<file path="config.mk">
export PLATFORM = sky130hd
export DESIGN_NAME = fvr_core
export DESIGN_NICKNAME = d
export VERILOG_FILES = /design/src/pkg/fvr_pkg.sv /design/src/core/fvr_core.sv
export VERILOG_INCLUDE_DIRS = /design/src /design/src/pkg
export SDC_FILE = /design/constraint.sdc
export NUM_CORES = 1
export LEC_CHECK = 0
export ABC_AREA = 1
export BUFFER_PORTS_ARGS = -buffer_cell sky130_fd_sc_hd__buf_4
export CAP_MARGIN = 20
export CORE_MARGIN = 2
export CORE_UTILIZATION = 58
export CTS_CLUSTER_DIAMETER = 30
export DETAILED_ROUTE_END_ITERATION = 8
export PLACE_DENSITY_LB_ADDON = 0.25
export RECOVER_POWER = 50
export SYNTH_ARGS = -nofsm -noshare
export SYNTH_HDL_FRONTEND = slang
export SYNTH_SLANG_ARGS = --single-unit
export TNS_END_PERCENT = 50
</file>
<file path="constraint.sdc">
create_clock -name i_clk_sys -period 2.3 [get_ports i_clk_sys]
set_input_delay 0.345 -clock i_clk_sys [delete_from_list [all_inputs] [get_ports i_clk_sys]]
set_output_delay 0.345 -clock i_clk_sys [all_outputs]
set_load 0.1 [all_outputs]
</file>
<file path="src/pkg/fvr_defs.svh">
// Purpose: constants of the flash verify/read/program sequencer
// Assumes: byte addresses on the register bus, one 32-bit word each
// Notes: definitions only
`ifndef FVR_DEFS_SVH
`define FVR_DEFS_SVH
// ------------------------------------------------------------
// register offsets
// ------------------------------------------------------------
`define FVR_OFF_STAT 5'h00
`define FVR_OFF_IDX 5'h04
`define FVR_OFF_PRM 5'h08
`define FVR_OFF_DIV 5'h0c
`define FVR_OFF_PROT 5'h10
`define FVR_OFF_MODE 5'h14
// ------------------------------------------------------------
// register bit positions and reset values
// ------------------------------------------------------------
`define FVR_B_CMD_COMPLETE_FLAG 7
`define FVR_B_ACC 5
`define FVR_B_PV 4
`define FVR_B_MG1 1
`define FVR_B_MG0 0
`define FVR_B_DIVOK 7
`define FVR_B_PROTEN 31
`define FVR_RST_PROT 18'h3ffff
`define FVR_RST_PERM 1'h1
// ------------------------------------------------------------
// commands, final indices, array figures
// ------------------------------------------------------------
`define FVR_CMD_VBLK 8'h02
`define FVR_CMD_VSEC 8'h03
`define FVR_CMD_RONCE 8'h04
`define FVR_CMD_PROG 8'h06
`define FVR_IX_VBLK 3'h1
`define FVR_IX_VSEC 3'h2
`define FVR_IX_RONCE 3'h1
`define FVR_IX_PROG 3'h5
`define FVR_ONCE_MAX 16'h0007
`define FVR_ERASED 16'hffff
`define FVR_PF_LO 24'hfc0000
`define FVR_PF_HI 24'hffffff
`define FVR_EE_LO 24'h100000
`define FVR_EE_HI 24'h1007ff
`define FVR_ONCE_BASE 24'h000000
`endif

</file>
<file path="src/pkg/fvr_pkg.sv">
// Purpose: types of the flash verify/read/program sequencer
// Assumes: fvr_defs.svh holds the numbers
// Notes: state of the core is one packed struct
package fvr_pkg;
    typedef enum logic [2:0] {
        FVR_IDLE = 3'b000,
        FVR_CHECK = 3'b001,
        FVR_READ = 3'b010,
        FVR_PROG = 3'b011,
        FVR_VERIFY = 3'b100,
        FVR_DONE = 3'b101
    } fvr_state_t;

    // request to the array
    typedef struct packed {
        logic req;
        logic wr;
        logic info;
        logic [23:0] addr;
        logic [15:0] wdata;
    } fvr_fl_req_t;

    // answer from the array
    typedef struct packed {
        logic ack;
        logic corr;
        logic uncorr;
        logic [15:0] rdata;
    } fvr_fl_rsp_t;

    typedef struct packed {
        fvr_state_t fsm;
        logic cmd_complete_flag;
        logic acc;
        logic pviol;
        logic mg1;
        logic mg0;
        logic [2:0] idx;
        logic [5:0][15:0] prm;
        logic div_ok;
        logic [6:0] div;
        logic prot_en;
        logic [17:0] prot_lo;
        logic perm;
        logic ack;
        logic [31:0] rdata;
        logic [23:0] addr;
        logic [18:0] left;
        logic [1:0] wptr;
        logic info;
        logic [15:0] wd;
    } fvr_st_t;
endpackage

</file>
<file path="src/core/fvr_core.sv">
// Purpose: command sequencer for block/section blank check, one-time read, phrase program
// Assumes: Avalon-MM slave with waitrequest, array port answers with a one-cycle ack
// Notes: one wait state on every bus access; array accesses are 16-bit words
`timescale 1ns/1ps
`default_nettype none
`include "fvr_defs.svh"

module fvr_core #(
    parameter logic [23:0] PF_LO = `FVR_PF_LO,
    parameter logic [23:0] PF_HI = `FVR_PF_HI,
    parameter logic [23:0] EE_LO = `FVR_EE_LO,
    parameter logic [23:0] EE_HI = `FVR_EE_HI,
    parameter logic [23:0] ONCE_BASE = `FVR_ONCE_BASE
) (
    // clock and reset
    input wire logic i_clk_sys,
    input wire logic i_sys_rst,
    // register bus
    input wire logic [4:0] i_avs_address,
    input wire logic i_avs_read,
    input wire logic i_avs_write,
    input wire logic [31:0] i_avs_writedata,
    output logic [31:0] o_avs_readdata,
    output logic o_avs_waitrequest,
    // flash array port
    output fvr_pkg::fvr_fl_req_t o_fl,
    input wire fvr_pkg::fvr_fl_rsp_t i_fl,
    // status
    output logic o_cmd_complete,
    output logic o_pflash_rd_invalid
);
    fvr_pkg::fvr_st_t s_q;
    fvr_pkg::fvr_st_t s_d;

    // ------------------------------------------------------------
    // decoded command fields
    // ------------------------------------------------------------
    logic [7:0] code;
    logic [23:0] gaddr;
    logic [24:0] sec_end;
    logic in_pf;
    logic in_ee;
    logic misal;
    logic prot_hit;

    // parameter words split into command and address
    assign code = s_q.prm[0][15:8];
    assign gaddr = {s_q.prm[0][7:0], s_q.prm[1]};
    // last byte of the section; the extra bit catches a wrap
    assign sec_end = {1'b0, gaddr} + {6'h00, s_q.prm[2], 3'h0} - 25'h0000001;
    // which flash block the address falls in
    assign in_pf = (gaddr >= PF_LO) && (gaddr <= PF_HI);
    assign in_ee = (gaddr >= EE_LO) && (gaddr <= EE_HI);
    // phrase alignment and protected area of the target
    assign misal = gaddr[2:0] != 3'h0;
    assign prot_hit = s_q.prot_en && (gaddr[17:0] >= s_q.prot_lo);

    // ------------------------------------------------------------
    // next-state logic
    // ------------------------------------------------------------
    // idle: wait for a launch write
    // check: all launch-time tests in one cycle
    // read: blank check or one-time fetch, word by word
    // prog: four word writes to the phrase
    // verify: read the phrase back and compare
    // done: raise the complete flag, back to idle
    // hazard: bus writes and the sequencer share s_d;
    // the sequencer assigns last, so its sets win
    // over a same-cycle clear from the bus
    always_comb begin
        logic req;
        logic acc_w;
        logic bad;
        logic [31:0] rv;
        logic [2:0] wsel;
        logic err_any;
        logic err_nc;
        req = 1'b0;
        acc_w = 1'b0;
        bad = 1'b0;
        rv = 32'h00000000;
        wsel = 3'h0;
        err_any = 1'b0;
        err_nc = 1'b0;
        s_d = s_q;

        // one wait state, then the access completes
        req = i_avs_read | i_avs_write;
        // ack toggles so each request sees one wait cycle
        s_d.ack = req & ~s_q.ack;
        // a write counts only in its second cycle
        acc_w = i_avs_write & s_q.ack;

        // read data captured during the wait state
        unique case (i_avs_address)
            `FVR_OFF_STAT: begin
                rv[`FVR_B_CMD_COMPLETE_FLAG] = s_q.cmd_complete_flag;
                rv[`FVR_B_ACC] = s_q.acc;
                rv[`FVR_B_PV] = s_q.pviol;
                rv[`FVR_B_MG1] = s_q.mg1;
                rv[`FVR_B_MG0] = s_q.mg0;
            end
            // index reads back in the low bits
            `FVR_OFF_IDX: rv[2:0] = s_q.idx;
            `FVR_OFF_PRM: begin
                // words past the last read as zero
                if (s_q.idx <= 3'h5) begin
                    rv[15:0] = s_q.prm[s_q.idx];
                end
            end
            `FVR_OFF_DIV: begin
                rv[`FVR_B_DIVOK] = s_q.div_ok;
                rv[6:0] = s_q.div;
            end
            `FVR_OFF_PROT: begin
                rv[`FVR_B_PROTEN] = s_q.prot_en;
                rv[17:0] = s_q.prot_lo;
            end
            `FVR_OFF_MODE: rv[0] = s_q.perm;
            default: rv = 32'h00000000;
        endcase
        if (i_avs_read && !s_q.ack) begin
            // first cycle of a read loads the data flop
            s_d.rdata = rv;
        end

        // register writes; flag clears come before any hardware set below
        if (acc_w) begin
            unique case (i_avs_address)
                `FVR_OFF_STAT: begin
                    if (i_avs_writedata[`FVR_B_ACC]) begin
                        s_d.acc = 1'b0;
                    end
                    if (i_avs_writedata[`FVR_B_PV]) begin
                        s_d.pviol = 1'b0;
                    end
                    // launch only from idle with no pending error
                    if (i_avs_writedata[`FVR_B_CMD_COMPLETE_FLAG] && s_q.cmd_complete_flag && !s_d.acc && !s_d.pviol) begin
                        s_d.cmd_complete_flag = 1'b0;
                        s_d.mg1 = 1'b0;
                        s_d.mg0 = 1'b0;
                        s_d.fsm = fvr_pkg::FVR_CHECK;
                    end
                end
                `FVR_OFF_IDX: begin
                    if (s_q.cmd_complete_flag) begin
                        // index only moves while idle
                        s_d.idx = i_avs_writedata[2:0];
                    end
                end
                `FVR_OFF_PRM: begin
                    if (s_q.cmd_complete_flag && s_q.idx <= 3'h5) begin
                        // bus writes to the parameters are blocked while a command runs
                        s_d.prm[s_q.idx] = i_avs_writedata[15:0];
                    end
                end
                `FVR_OFF_DIV: begin
                    if (s_q.cmd_complete_flag) begin
                        s_d.div = i_avs_writedata[6:0];
                        // any write while idle marks the divider as loaded
                        s_d.div_ok = 1'b1;
                    end
                end
                `FVR_OFF_PROT: begin
                    if (s_q.cmd_complete_flag) begin
                        // enable bit and lower bound of the area
                        s_d.prot_en = i_avs_writedata[`FVR_B_PROTEN];
                        s_d.prot_lo = i_avs_writedata[17:0];
                    end
                end
                `FVR_OFF_MODE: begin
                    if (s_q.cmd_complete_flag) begin
                        // one bit opens the restricted commands
                        s_d.perm = i_avs_writedata[0];
                    end
                end
                default: s_d.cmd_complete_flag = s_q.cmd_complete_flag;
            endcase
        end

        // array answer classification
        err_any = i_fl.corr | i_fl.uncorr;
        err_nc = i_fl.uncorr;
        // parameter word paired with the current array word
        wsel = {1'b0, s_q.wptr} + 3'h2;

        // command sequencer
        unique case (s_q.fsm)
            // nothing runs; the field marker stays low
            fvr_pkg::FVR_IDLE: begin
                s_d.info = 1'b0;
            end
            // every launch test decided in this one cycle
            fvr_pkg::FVR_CHECK: begin
                s_d.wptr = 2'h0;
                s_d.info = 1'b0;
                s_d.addr = gaddr;
                unique case (code)
                    // whole block, from its first word
                    `FVR_CMD_VBLK: begin
                        bad = (s_q.idx != `FVR_IX_VBLK) || !(in_pf || in_ee);
                        if (in_pf) begin
                            s_d.addr = PF_LO;
                            s_d.left = 19'((PF_HI - PF_LO + 24'h000001) >> 1);
                        end else begin
                            s_d.addr = EE_LO;
                            s_d.left = 19'((EE_HI - EE_LO + 24'h000001) >> 1);
                        end
                        s_d.fsm = fvr_pkg::FVR_READ;
                    end
                    // section given as first phrase and count
                    `FVR_CMD_VSEC: begin
                        bad = (s_q.idx != `FVR_IX_VSEC) || !s_q.perm || !in_pf || misal;
                        bad = bad || (sec_end > {1'b0, PF_HI});
                        // four words per phrase
                        s_d.left = {1'b0, s_q.prm[2], 2'h0};
                        s_d.fsm = (s_q.prm[2] == 16'h0000) ? fvr_pkg::FVR_DONE
                                                           : fvr_pkg::FVR_READ;
                    end
                    // one phrase of the information field
                    `FVR_CMD_RONCE: begin
                        bad = (s_q.idx != `FVR_IX_RONCE) || !s_q.perm;
                        bad = bad || (s_q.prm[1] > `FVR_ONCE_MAX);
                        // eight phrases of eight bytes each
                        s_d.addr = ONCE_BASE + 24'({s_q.prm[1][4:0], 3'h0});
                        s_d.info = 1'b1;
                        s_d.left = 19'h00004;
                        s_d.fsm = fvr_pkg::FVR_READ;
                    end
                    // protection looked at only once access checks pass
                    `FVR_CMD_PROG: begin
                        bad = (s_q.idx != `FVR_IX_PROG) || !s_q.perm || !in_pf || misal;
                        bad = bad || !s_q.div_ok;
                        if (!bad && prot_hit) begin
                            s_d.pviol = 1'b1;
                            s_d.fsm = fvr_pkg::FVR_DONE;
                        end else begin
                            s_d.fsm = fvr_pkg::FVR_PROG;
                        end
                        s_d.left = 19'h00004;
                    end
                    default: bad = 1'b1;
                endcase
                if (bad) begin
                    s_d.acc = 1'b1;
                    s_d.fsm = fvr_pkg::FVR_DONE;
                end
            end
            // waits for the array; one word per ack
            fvr_pkg::FVR_READ: begin
                if (i_fl.ack) begin
                    // blank check or one-time fetch, by command
                    if (code == `FVR_CMD_RONCE) begin
                        s_d.prm[wsel] = i_fl.rdata;
                    end else if (i_fl.rdata != `FVR_ERASED) begin
                        s_d.mg1 = 1'b1;
                        s_d.mg0 = 1'b1;
                    end
                    s_d.mg1 = s_d.mg1 | err_any;
                    s_d.mg0 = s_d.mg0 | err_nc;
                    s_d.addr = s_q.addr + 24'h000002;
                    s_d.left = s_q.left - 19'h00001;
                    s_d.wptr = s_q.wptr + 2'h1;
                    if (s_q.left == 19'h00001) begin
                        s_d.fsm = fvr_pkg::FVR_DONE;
                    end
                end
            end
            // write phase, data from parameter words 2 to 5
            fvr_pkg::FVR_PROG: begin
                if (i_fl.ack) begin
                    s_d.addr = s_q.addr + 24'h000002;
                    s_d.left = s_q.left - 19'h00001;
                    s_d.wptr = s_q.wptr + 2'h1;
                    // all four words written: read the phrase back
                    if (s_q.left == 19'h00001) begin
                        s_d.addr = gaddr;
                        s_d.left = 19'h00004;
                        s_d.fsm = fvr_pkg::FVR_VERIFY;
                    end
                end
            end
            // readback phase of a program
            fvr_pkg::FVR_VERIFY: begin
                if (i_fl.ack) begin
                    // a word that reads back wrong cannot be corrected
                    if (i_fl.rdata != s_q.prm[wsel]) begin
                        s_d.mg1 = 1'b1;
                        s_d.mg0 = 1'b1;
                    end
                    s_d.mg1 = s_d.mg1 | err_any;
                    s_d.mg0 = s_d.mg0 | err_nc;
                    s_d.addr = s_q.addr + 24'h000002;
                    s_d.left = s_q.left - 19'h00001;
                    s_d.wptr = s_q.wptr + 2'h1;
                    if (s_q.left == 19'h00001) begin
                        s_d.fsm = fvr_pkg::FVR_DONE;
                    end
                end
            end
            // one cycle to finish before the flag rises
            fvr_pkg::FVR_DONE: begin
                s_d.cmd_complete_flag = 1'b1;
                s_d.info = 1'b0;
                s_d.fsm = fvr_pkg::FVR_IDLE;
            end
            default: s_d.fsm = fvr_pkg::FVR_IDLE;
        endcase

        // write data follows the word pointer of the next cycle
        s_d.wd = s_d.prm[{1'b0, s_d.wptr} + 3'h2];
    end

    // ------------------------------------------------------------
    // state register
    // ------------------------------------------------------------
    always_ff @(posedge i_clk_sys) begin
        if (i_sys_rst) begin
            // complete set, protection bound at top, mode open
            s_q <= '0;
            s_q.fsm <= fvr_pkg::FVR_IDLE;
            s_q.cmd_complete_flag <= 1'b1;
            s_q.prot_lo <= `FVR_RST_PROT;
            s_q.perm <= `FVR_RST_PERM;
        end else begin
            s_q <= s_d;
        end
    end

    // ------------------------------------------------------------
    // outputs
    // ------------------------------------------------------------
    // bus answer
    // wait state ends once the ack flop is set
    assign o_avs_waitrequest = (i_avs_read | i_avs_write) & ~s_q.ack;
    assign o_avs_readdata = s_q.rdata;

    // array request held until ack
    assign o_fl.req = (s_q.fsm == fvr_pkg::FVR_READ) || (s_q.fsm == fvr_pkg::FVR_PROG) ||
                      (s_q.fsm == fvr_pkg::FVR_VERIFY);
    // write strobe only in the program phase
    assign o_fl.wr = s_q.fsm == fvr_pkg::FVR_PROG;
    assign o_fl.info = s_q.info;
    assign o_fl.addr = s_q.addr;
    assign o_fl.wdata = s_q.wd;

    // status levels
    assign o_cmd_complete = s_q.cmd_complete_flag;
    // program flash reads are not served while a one-time read runs
    assign o_pflash_rd_invalid = !s_q.cmd_complete_flag && (code == `FVR_CMD_RONCE);
endmodule
`default_nettype wire

</file>
# == After elaboration in Yosys (flattened, before gate mapping) ==
# Cells that the tools add are included.
# word_totals
ff_bits,217
out_inout_bits,78
word_cells,212
# op_classes
addsub,7
magnitude_cmp,13
n_eq_ne,23
n_mux,82
n_bitwise,9
reduce_logical,53
# op_table
cell,count
2-to-1 mux 96 bit,5
bitwise mux 96 bit,2
binary-select mux 16 bit (select 3 bit),3
2-to-1 mux 135 bit,1
case mux 45 bit (3 select lines),1
demux 16 bit (select 3 bit),2
2-to-1 mux 16 bit,6
2-to-1 mux 45 bit,2
2-to-1 mux 43 bit,2
case mux 19 bit (3 select lines),1
case mux 24 bit (2 select lines),1
2-to-1 mux 19 bit,2
2-to-1 mux 3 bit,10
adder 24 x 19 -> 25 bit,1
greater-than comparator 25 x 24 -> 1 bit (second input constant),1
subtractor 25 x 1 -> 25 bit (second input constant),1
adder 24 x 2 -> 24 bit (second input constant),1
greater-or-equal comparator 24 x 21 -> 1 bit (second input constant),1
greater-or-equal comparator 24 bit (second input constant),1
<= comparator 24 x 21 -> 1 bit (second input constant),1
<= comparator 24 bit (second input constant),1
2-to-1 mux 2 bit,12
== test 19 x 1 -> 1 bit (second input constant),1
subtractor 19 x 1 -> 19 bit (second input constant),1
other kinds (49),127

# == Logic depth before layout (Yosys ltp) ==
# Gate-level depths: netlist of run 1.
# logic_depth
word_depth,16
depth_mapped,18
depth_no_buf,18

# == Worst setup path before layout of run 1 ==
# OpenSTA, ideal clock, no wires.
# synth_timing
path_type,register to register
from,register s_q[229] (netlist bit)
to,register s_q (netlist bit o_fl[30])
setup_time_ns,0.058
t_arrival_ns,2.748
required_ns,2.242
slack_ns,-0.506
path_stages_with_launch,13
synth_period_minus_slack_ns,2.806
cell_sequence,dfxtp_1 inv_2 nand2_1 nor2_1 inv_1 nor2_1 nand2_1 nand2_1 inv_1 clkbuf_1 o21ai_0 o211ai_1 inv_1
# synth_lines
item,line_no,rtl
from (decl),fvr_core.sv:32,fvr_pkg::fvr_st_t s_q;

# == Worst setup path after layout of run 1 ==
# layout_timing
from,register s_q (netlist bit code[5])
to,output o_pflash_rd_invalid
# layout_between
elab_chain_cells,2
# layout_rtl
item,line_no,rtl
== test 8 x 3 -> 1 bit,n/a,
logical AND 1 bit,fvr_core.sv:350,assign o_pflash_rd_invalid = !s_q.cmd_complete_flag && (code == `FVR_CMD_RONCE);
to (decl),fvr_core.sv:30,output logic o_pflash_rd_invalid
# Every way passes these cells.

==> results.toml, run 1 <==
[finish]
seq_area_um2 = 4350
area_growth_pct = 21.1
antenna_cells = 0
multi_input_area_um2 = 8140
fin_util_pct = 71.7
drive_gt1_share_pct = 15.9
stdcell_count = 2757
fillers = 2138
layout.nets = 2520

[yosys]
avgSynthCellArea_um2 = 6.39
synthCells = 2259
yosys.area.top_type_share_pct = 30.1
synth_cell_types = 51
ys_seq_area_share_pct = 30.1
synth.most_common_cell = "nand2_1"
netlist_area_um2 = 14400
yosys_warnings = 0
synth_top_cell_by_area = "dfxtp_1"
synthTopCellsByCount = "nand2_1 (522), inv_1 (276), nor2_1 (258)"
synth_area_leaders = "dfxtp_1 (30%), nand2_1 (14%), inv_1 (7.2%), nor2_1 (6.7%), ha_1 (6.1%)"
synth-main-ff-cell = "dfxtp_1"
synth_edf_count = 0
async_reset_ff_share_pct = 0
synth_seq_cells = 217

[critical_path]
reg2reg_slack_ps = 90
crit_slowest_cell = "dfxtp_1"
critPathLaunchType = "register"
r2r_cells = 11
worstReg2RegEnd = "o_avs_readdata[0]$_SDFFE_PP0P_"
cp_max_fo = 6
worst_ep_arrival_time_ps = 1920
crit_chain = "inv_1 -> nand4_1 -> nor2_1 -> buf_4 -> inv_2 -> nor2_2 -> buf_6"
slowest_delay_ps = 320
startpoint = "code[5]$_SDFF_PP0_"
path_class = "reg -> out"
critical_path_buf_inv_count = 4
endpoint_kind = "output pin"
timing.rr.start = "s_q[221]$_SDFFE_PP0P_"
crit_family = "buffers and inverters"
cp.required_ps = 1960

[worst_hold_path]
hp-start = "i_avs_writedata[16]"
whs_endpoint = "s_q[112]$_SDFFE_PP1P_"
hp-class = "in -> reg"
hold_path_depth = 3

[timing]
max_freq_ghz = 0.442
finalHoldViolations = 0
worst_pin_slew_ps = 695
fin_skew_ps = 26.7
hold_slack_ps = 8.90
drv_slew = 0
finalSetupViolCount = 0
slew_headroom_pct = 53.7
fin_crit_ps = 2260
rsz0062_at_grt = "true"
period_share_pct = 98.4

[routing]
wirelength_um = 54900
avgRoutedWirePerCell_um = 19.9
vias = 16100
drtIter0Drc = 2206
firstDrtPassIters = 7
antenna_left = 0
route.detailed.drc = 0
routed_via_density = 5.84

[clock_network]
cts_root_buf = "clkbuf_16"
cts.clk_slew.worst_paths_ps = 40
clkSinkCount = 217
hold_buffers = 0
cts_buffer_depth = 3
clkLatencyLatePin_ps = 560
cts_tree = "done"
htree_levels = 2
numCtsBuffers = 52

[outcome]
run_status = "finished clean"

[global_routing]
grt_max_degree = 55
grt_pass1_wl_um = 83900
grt_overflow = 0
track_usage_pct = 41.2
grt_pass1_vias = 14700
antenna_found_initial = 0

[floorplanning]
core_um2 = 24400
die_h_um = 162
die_area_um2 = 26200
io_pins = 138
rows = 57
dieWidth_um = 162
initial_core_util_pct = 59.2

[power_and_ir_drop]
p_per_area_nw_per_um2 = 685
worst_ir_drop_vdd_uv = 691
p_leak_nw = 7.99
power.total_w = 0.0120

[place]
io_buffer_count = 111
hpwl_um = 40000
dp.cells = 2659
gp_congestion = 1.03

[flow_run]
max_cap_viol_count = 0
-- cells in the final DEF (no fill, tap or decap), types with 20 or more instances in the layout --
cell / netlist / layout
clkbuf_16: 0 / 53
nand4_1: 22 / 22
o21ai_0: 140 / 149
a22oi_1: 20 / 20
a21oi_1: 156 / 153
dfxtp_1: 217 / 210
ha_1: 70 / 69
o211ai_1: 55 / 55
nand2_1: 522 / 517
nor2_1: 258 / 252
inv_2: 17 / 23
clkbuf_2: 0 / 65
nand3_1: 119 / 118
o21ai_1: 60 / 51
inv_1: 276 / 270
a31oi_1: 20 / 20
buf_4: 75 / 154
-- metrics by stage --
stage / setup slack [ps] / setup TNS [ps] / cell area, µm²
after floorplan: -136 / -136 / 14500
after global placement: 69.5 / 0 / 15800
after detailed placement: 57.6 / 0 / 15800
after CTS: 13.1 / 0 / 17600
after global routing: -36.3 / -94.5 / 17500
final: 37.9 / 0 / 17500
-- per-layer routing --
metal  track usage (%)  up-vias  routed length, µm
met5                 0        -                  0
met4              19.5        0               2910
met3              7.18      188               6000
met2              63.9     1012              23800
met1              55.6     7274              22100
li1                  -     7615                  -
-- final cells by class --
class / instances / share of cell area, %
Multi-Input combinational cell: 1591 / 46.5
Sequential cell: 217 / 24.9
Timing Repair Buffer: 234 / 9.63
Clock buffer: 68 / 8.31
Inverter: 294 / 6.33
Tap cell: 324 / 2.32
Clock inverter: 29 / 1.97
-- worst register-to-register path: stages (launching register included) --
cell and delay [ps]:
dfxtp_1 460, inv_1 140, nand2_1 150, nor2_1 110, buf_4 190, inv_1 220
o221ai_1 150, o21ai_0 230, buf_4 160, nand3_1 100, o211ai_1 120, inv_1 70
-- how the worst max path moves through the flow --
stage,end,slack (ps),cells past startpoint
floorplan,o_pflash_rd_invalid,-140,1
global placement,s_q[225]$_SDFF_PP0_,70,15
detailed placement,s_q[225]$_SDFF_PP0_,60,15
CTS,o_pflash_rd_invalid,10,7
global route,s_q[225]$_SDFF_PP0_,-40,18
finish,o_pflash_rd_invalid,40,7
-- power by group --
group / switching, W / internal [W] / leakage [nW]
clock network: 0.00243 / 0.00500 / 0.855
registers: 0.0000190 / 0.00380 / 1.76
logic: 0.000580 / 0.000143 / 5.38
-- cells by family after synthesis --
logic type | after synthesis | share of synthesized area, %
compound gates | 512 | 20.4
xor+xnor | 15 | 0.910
fa+ha+maj | 70 | 6.07
buf+inv | 463 | 14.3
flops | 217 | 30.1
other cells | 1 | 0.0260
simple gates | 981 | 28.2
-- what timing repair did --
item / 4_1_cts / 5_1_grt
pin swaps: 0 / 12
setup buffers: 0 / 1
endpoints found under the hold margin: 0 / 0
endpoints found under the setup margin: 1 / 26
gates resized for setup: 1 / 33
-- sequential cells by signal, indices dropped and copies added (netlist names) --
| name | count |
|---|---|
| o_fl | 41 |
| code | 8 |
| o_cmd_complete | 1 |
| o_avs_readdata | 19 |
| gaddr | 24 |
| s_q | 124 |
Power figures use the tool's default switching activity.
==> inputs of run 2 (changes only) <==
--- a/config.mk
+++ b/config.mk
@@ -13,7 +13,7 @@
 export CORE_UTILIZATION = 58
 export CTS_CLUSTER_DIAMETER = 30
 export DETAILED_ROUTE_END_ITERATION = 8
-export PLACE_DENSITY_LB_ADDON = 0.25
+export PLACE_DENSITY_LB_ADDON = 0.15
 export RECOVER_POWER = 50
 export SYNTH_ARGS = -nofsm -noshare
 export SYNTH_HDL_FRONTEND = slang
==> results.toml, run 2 (synthesis gave the netlist of run 1 again) <==
[clock_network]
cts_buffer_depth = 3
cts_root_buf = "clkbuf_16"
numCtsBuffers = 52
clkSinkCount = 217
clkLatencyLatePin_ps = 560
cts.clk_slew.worst_paths_ps = 50
htree_levels = 2
cts_tree = "done"

[critical_path]
crit_slowest_cell = "dfxtp_1"
r2r_cells = 16
critical_path_buf_inv_count = 2
endpoint_kind = "register"
cp.required_ps = 2780
reg2reg_slack_ps = 90
worstReg2RegEnd = "s_q[227]$_SDFF_PP0_"
critPathLaunchType = "register"
path_class = "reg -> reg"
worst_ep_arrival_time_ps = 2690
cp_max_fo = 3
timing.rr.start = "s_q[166]$_SDFF_PP0_"
slowest_delay_ps = 320
crit_family = "simple AND/OR/NAND/NOR gates"
cp_common_cell = "nand2_1"
crit_chain = "inv_1 -> ha_1 -> inv_1 -> ha_1 -> nand2_2 -> a21oi_1 -> nor2_2 -> nand2_1 -> nand2_1 -> nand3_1 -> nand2_1 -> nand3_1 -> nand2_1 -> nand2_1 -> nand2_2 -> a21oi_1"

[floorplanning]
die_h_um = 162
rows = 57
die_area_um2 = 26200
initial_core_util_pct = 59.2
dieWidth_um = 162
io_pins = 138
core_um2 = 24400

[global_routing]
met2_usage_pct = 63.2
grt_overflow = 0
grt_pass1_vias = 14800
grt_max_degree = 82
grt_busiest_layer = "met2"
antenna_found_initial = 2
grt_pass1_wl_um = 82800
gr-usage-met1_pct = 52.3
track_usage_pct = 40.4
gr-usage-met3_pct = 8.50

[routing]
firstDrtPassIters = 6
antenna_left = 0
wirelength_um = 53900
drtIter0Drc = 2091
vias = 16000
avgRoutedWirePerCell_um = 19.6
routed_via_density = 5.82
route.detailed.drc = 0

[finish]
stdcell_count = 2756
largest_reg_flops = 124
area_growth_pct = 22.7
drive_gt1_share_pct = 16.8
top_register = "s_q"
fin_util_pct = 72.6
layout.nets = 2518
final_area_um2 = 17700
final_common_cell = "nand2_1"
antenna_cells = 0
layout_common_cells = "nand2_1 (514), inv_1 (262), nor2_1 (251)"

[timing]
finalHoldViolations = 0
worst_pin_slew_ps = 726
finalSetupViolCount = 0
fin_crit_ps = 2210
period_share_pct = 96.0
max_freq_ghz = 0.453
slew_headroom_pct = 51.4
fin_skew_ps = 19.3
drv_slew = 0

[place]
dpl_cell_area_um2 = 15800
dp.cells = 2653
io_buffer_count = 111
gp_congestion = 0.980
hpwl_um = 39500

[power_and_ir_drop]
combPwrFrac_pct = 5.7
p_clk_share_pct = 64.1
p_sw_w = 0.00302
p_leak_nw = 8.07
p_int_w = 0.00961
worst_ir_drop_vdd_uv = 649
p_per_area_nw_per_um2 = 713
power_frac_seq_pct = 30.2
switching_share_pct = 23.9

[worst_hold_path]
hold_path_depth = 3
whs_endpoint = "s_q[112]$_SDFFE_PP1P_"
hp-start = "i_avs_writedata[16]"
hp-class = "in -> reg"

[flow_run]
max_cap_viol_count = 0

[outcome]
run_status = "finished clean"
## run 2: cell types whose count changed in the layout (fill, tap and decap cells not counted), moves of 3 or more
cell	previous run	this run
nand2_2	9	12
inv_1	270	262
clkinv_2	9	4
ha_4	1	4
o21ai_1	51	60
clkbuf_1	13	6
nand2_1	517	514
o21ai_0	149	140
clkinv_4	3	7
inv_2	23	30
ha_1	69	66
bufinv_16	5	11
## run 2: power groups by stage
stage	sequential, W	combinational (W)	clock, W
2_1_floorplan	0.00388	0.000507	0
3_3_place_gp	0.00389	0.000707	0
3_5_place_dp	0.00389	0.000711	0
4_1_cts	0.00382	0.000715	0.00811
5_1_grt	0.00382	0.000748	0.00833
6_report	0.00382	0.000718	0.00810
## run 2: tightest hold or removal path, cell delays in order
cell and delay, ps:
buf_4 80, a21oi_1 50, o21ai_0 60
## run 2: layout make-up
| cell class | count | area [µm²] |
|---|---|---|
| Multi-Input combinational cell | 1591 | 8190 |
| Tap cell | 324 | 405 |
| Inverter | 294 | 1110 |
| Fill cell | 2101 | 6680 |
| Clock inverter | 35 | 513 |
| Clock buffer | 63 | 1430 |
| Timing Repair Buffer | 232 | 1710 |
| Sequential cell | 217 | 4350 |
## run 2: per-layer routing
layer	part of all wire, %	vias up
li1	-	7612
met1	39	7176
met2	44	1024
met3	11	211
met4	5.9	4
met5	0.083	-
## run 2: worst max-delay path by stage
stage / start / to / slack (ps) / cells after the start
2_1_floorplan: o_cmd_complete$_SDFFE_PP1P_ / o_pflash_rd_invalid / -140 / 1
3_3_place_gp: s_q[155]$_SDFF_PP0_ / s_q[225]$_SDFF_PP0_ / 60 / 15
3_5_place_dp: s_q[155]$_SDFF_PP0_ / s_q[225]$_SDFF_PP0_ / 50 / 15
4_1_cts: code[1]$_SDFF_PP0_ / o_pflash_rd_invalid / 20 / 7
5_1_grt: s_q[166]$_SDFF_PP0_ / s_q[227]$_SDFF_PP0_ / -70 / 16
6_report: s_q[166]$_SDFF_PP0_ / s_q[227]$_SDFF_PP0_ / 90 / 16
## run 2: metrics by stage
stage	total power, W	setup TNS [ps]	hold slack [ps]	setup slack, ps
detailed placement	0.00460	0	454	52.6
finish	0.0126	0	21.0	92.0
global route	0.0129	-190	41.8	-69.5
global placement	0.00459	0	448	58.8
floorplan	0.00439	-136	439	-136
CTS	0.0126	0	18.9	22.4
## run 2: repair_timing
item | in CTS | in global routing
setup endpoints to repair | 0 | 29
setup buffers | 0 | 5
resized for setup | 0 | 49
hold buffers | 0 | 0
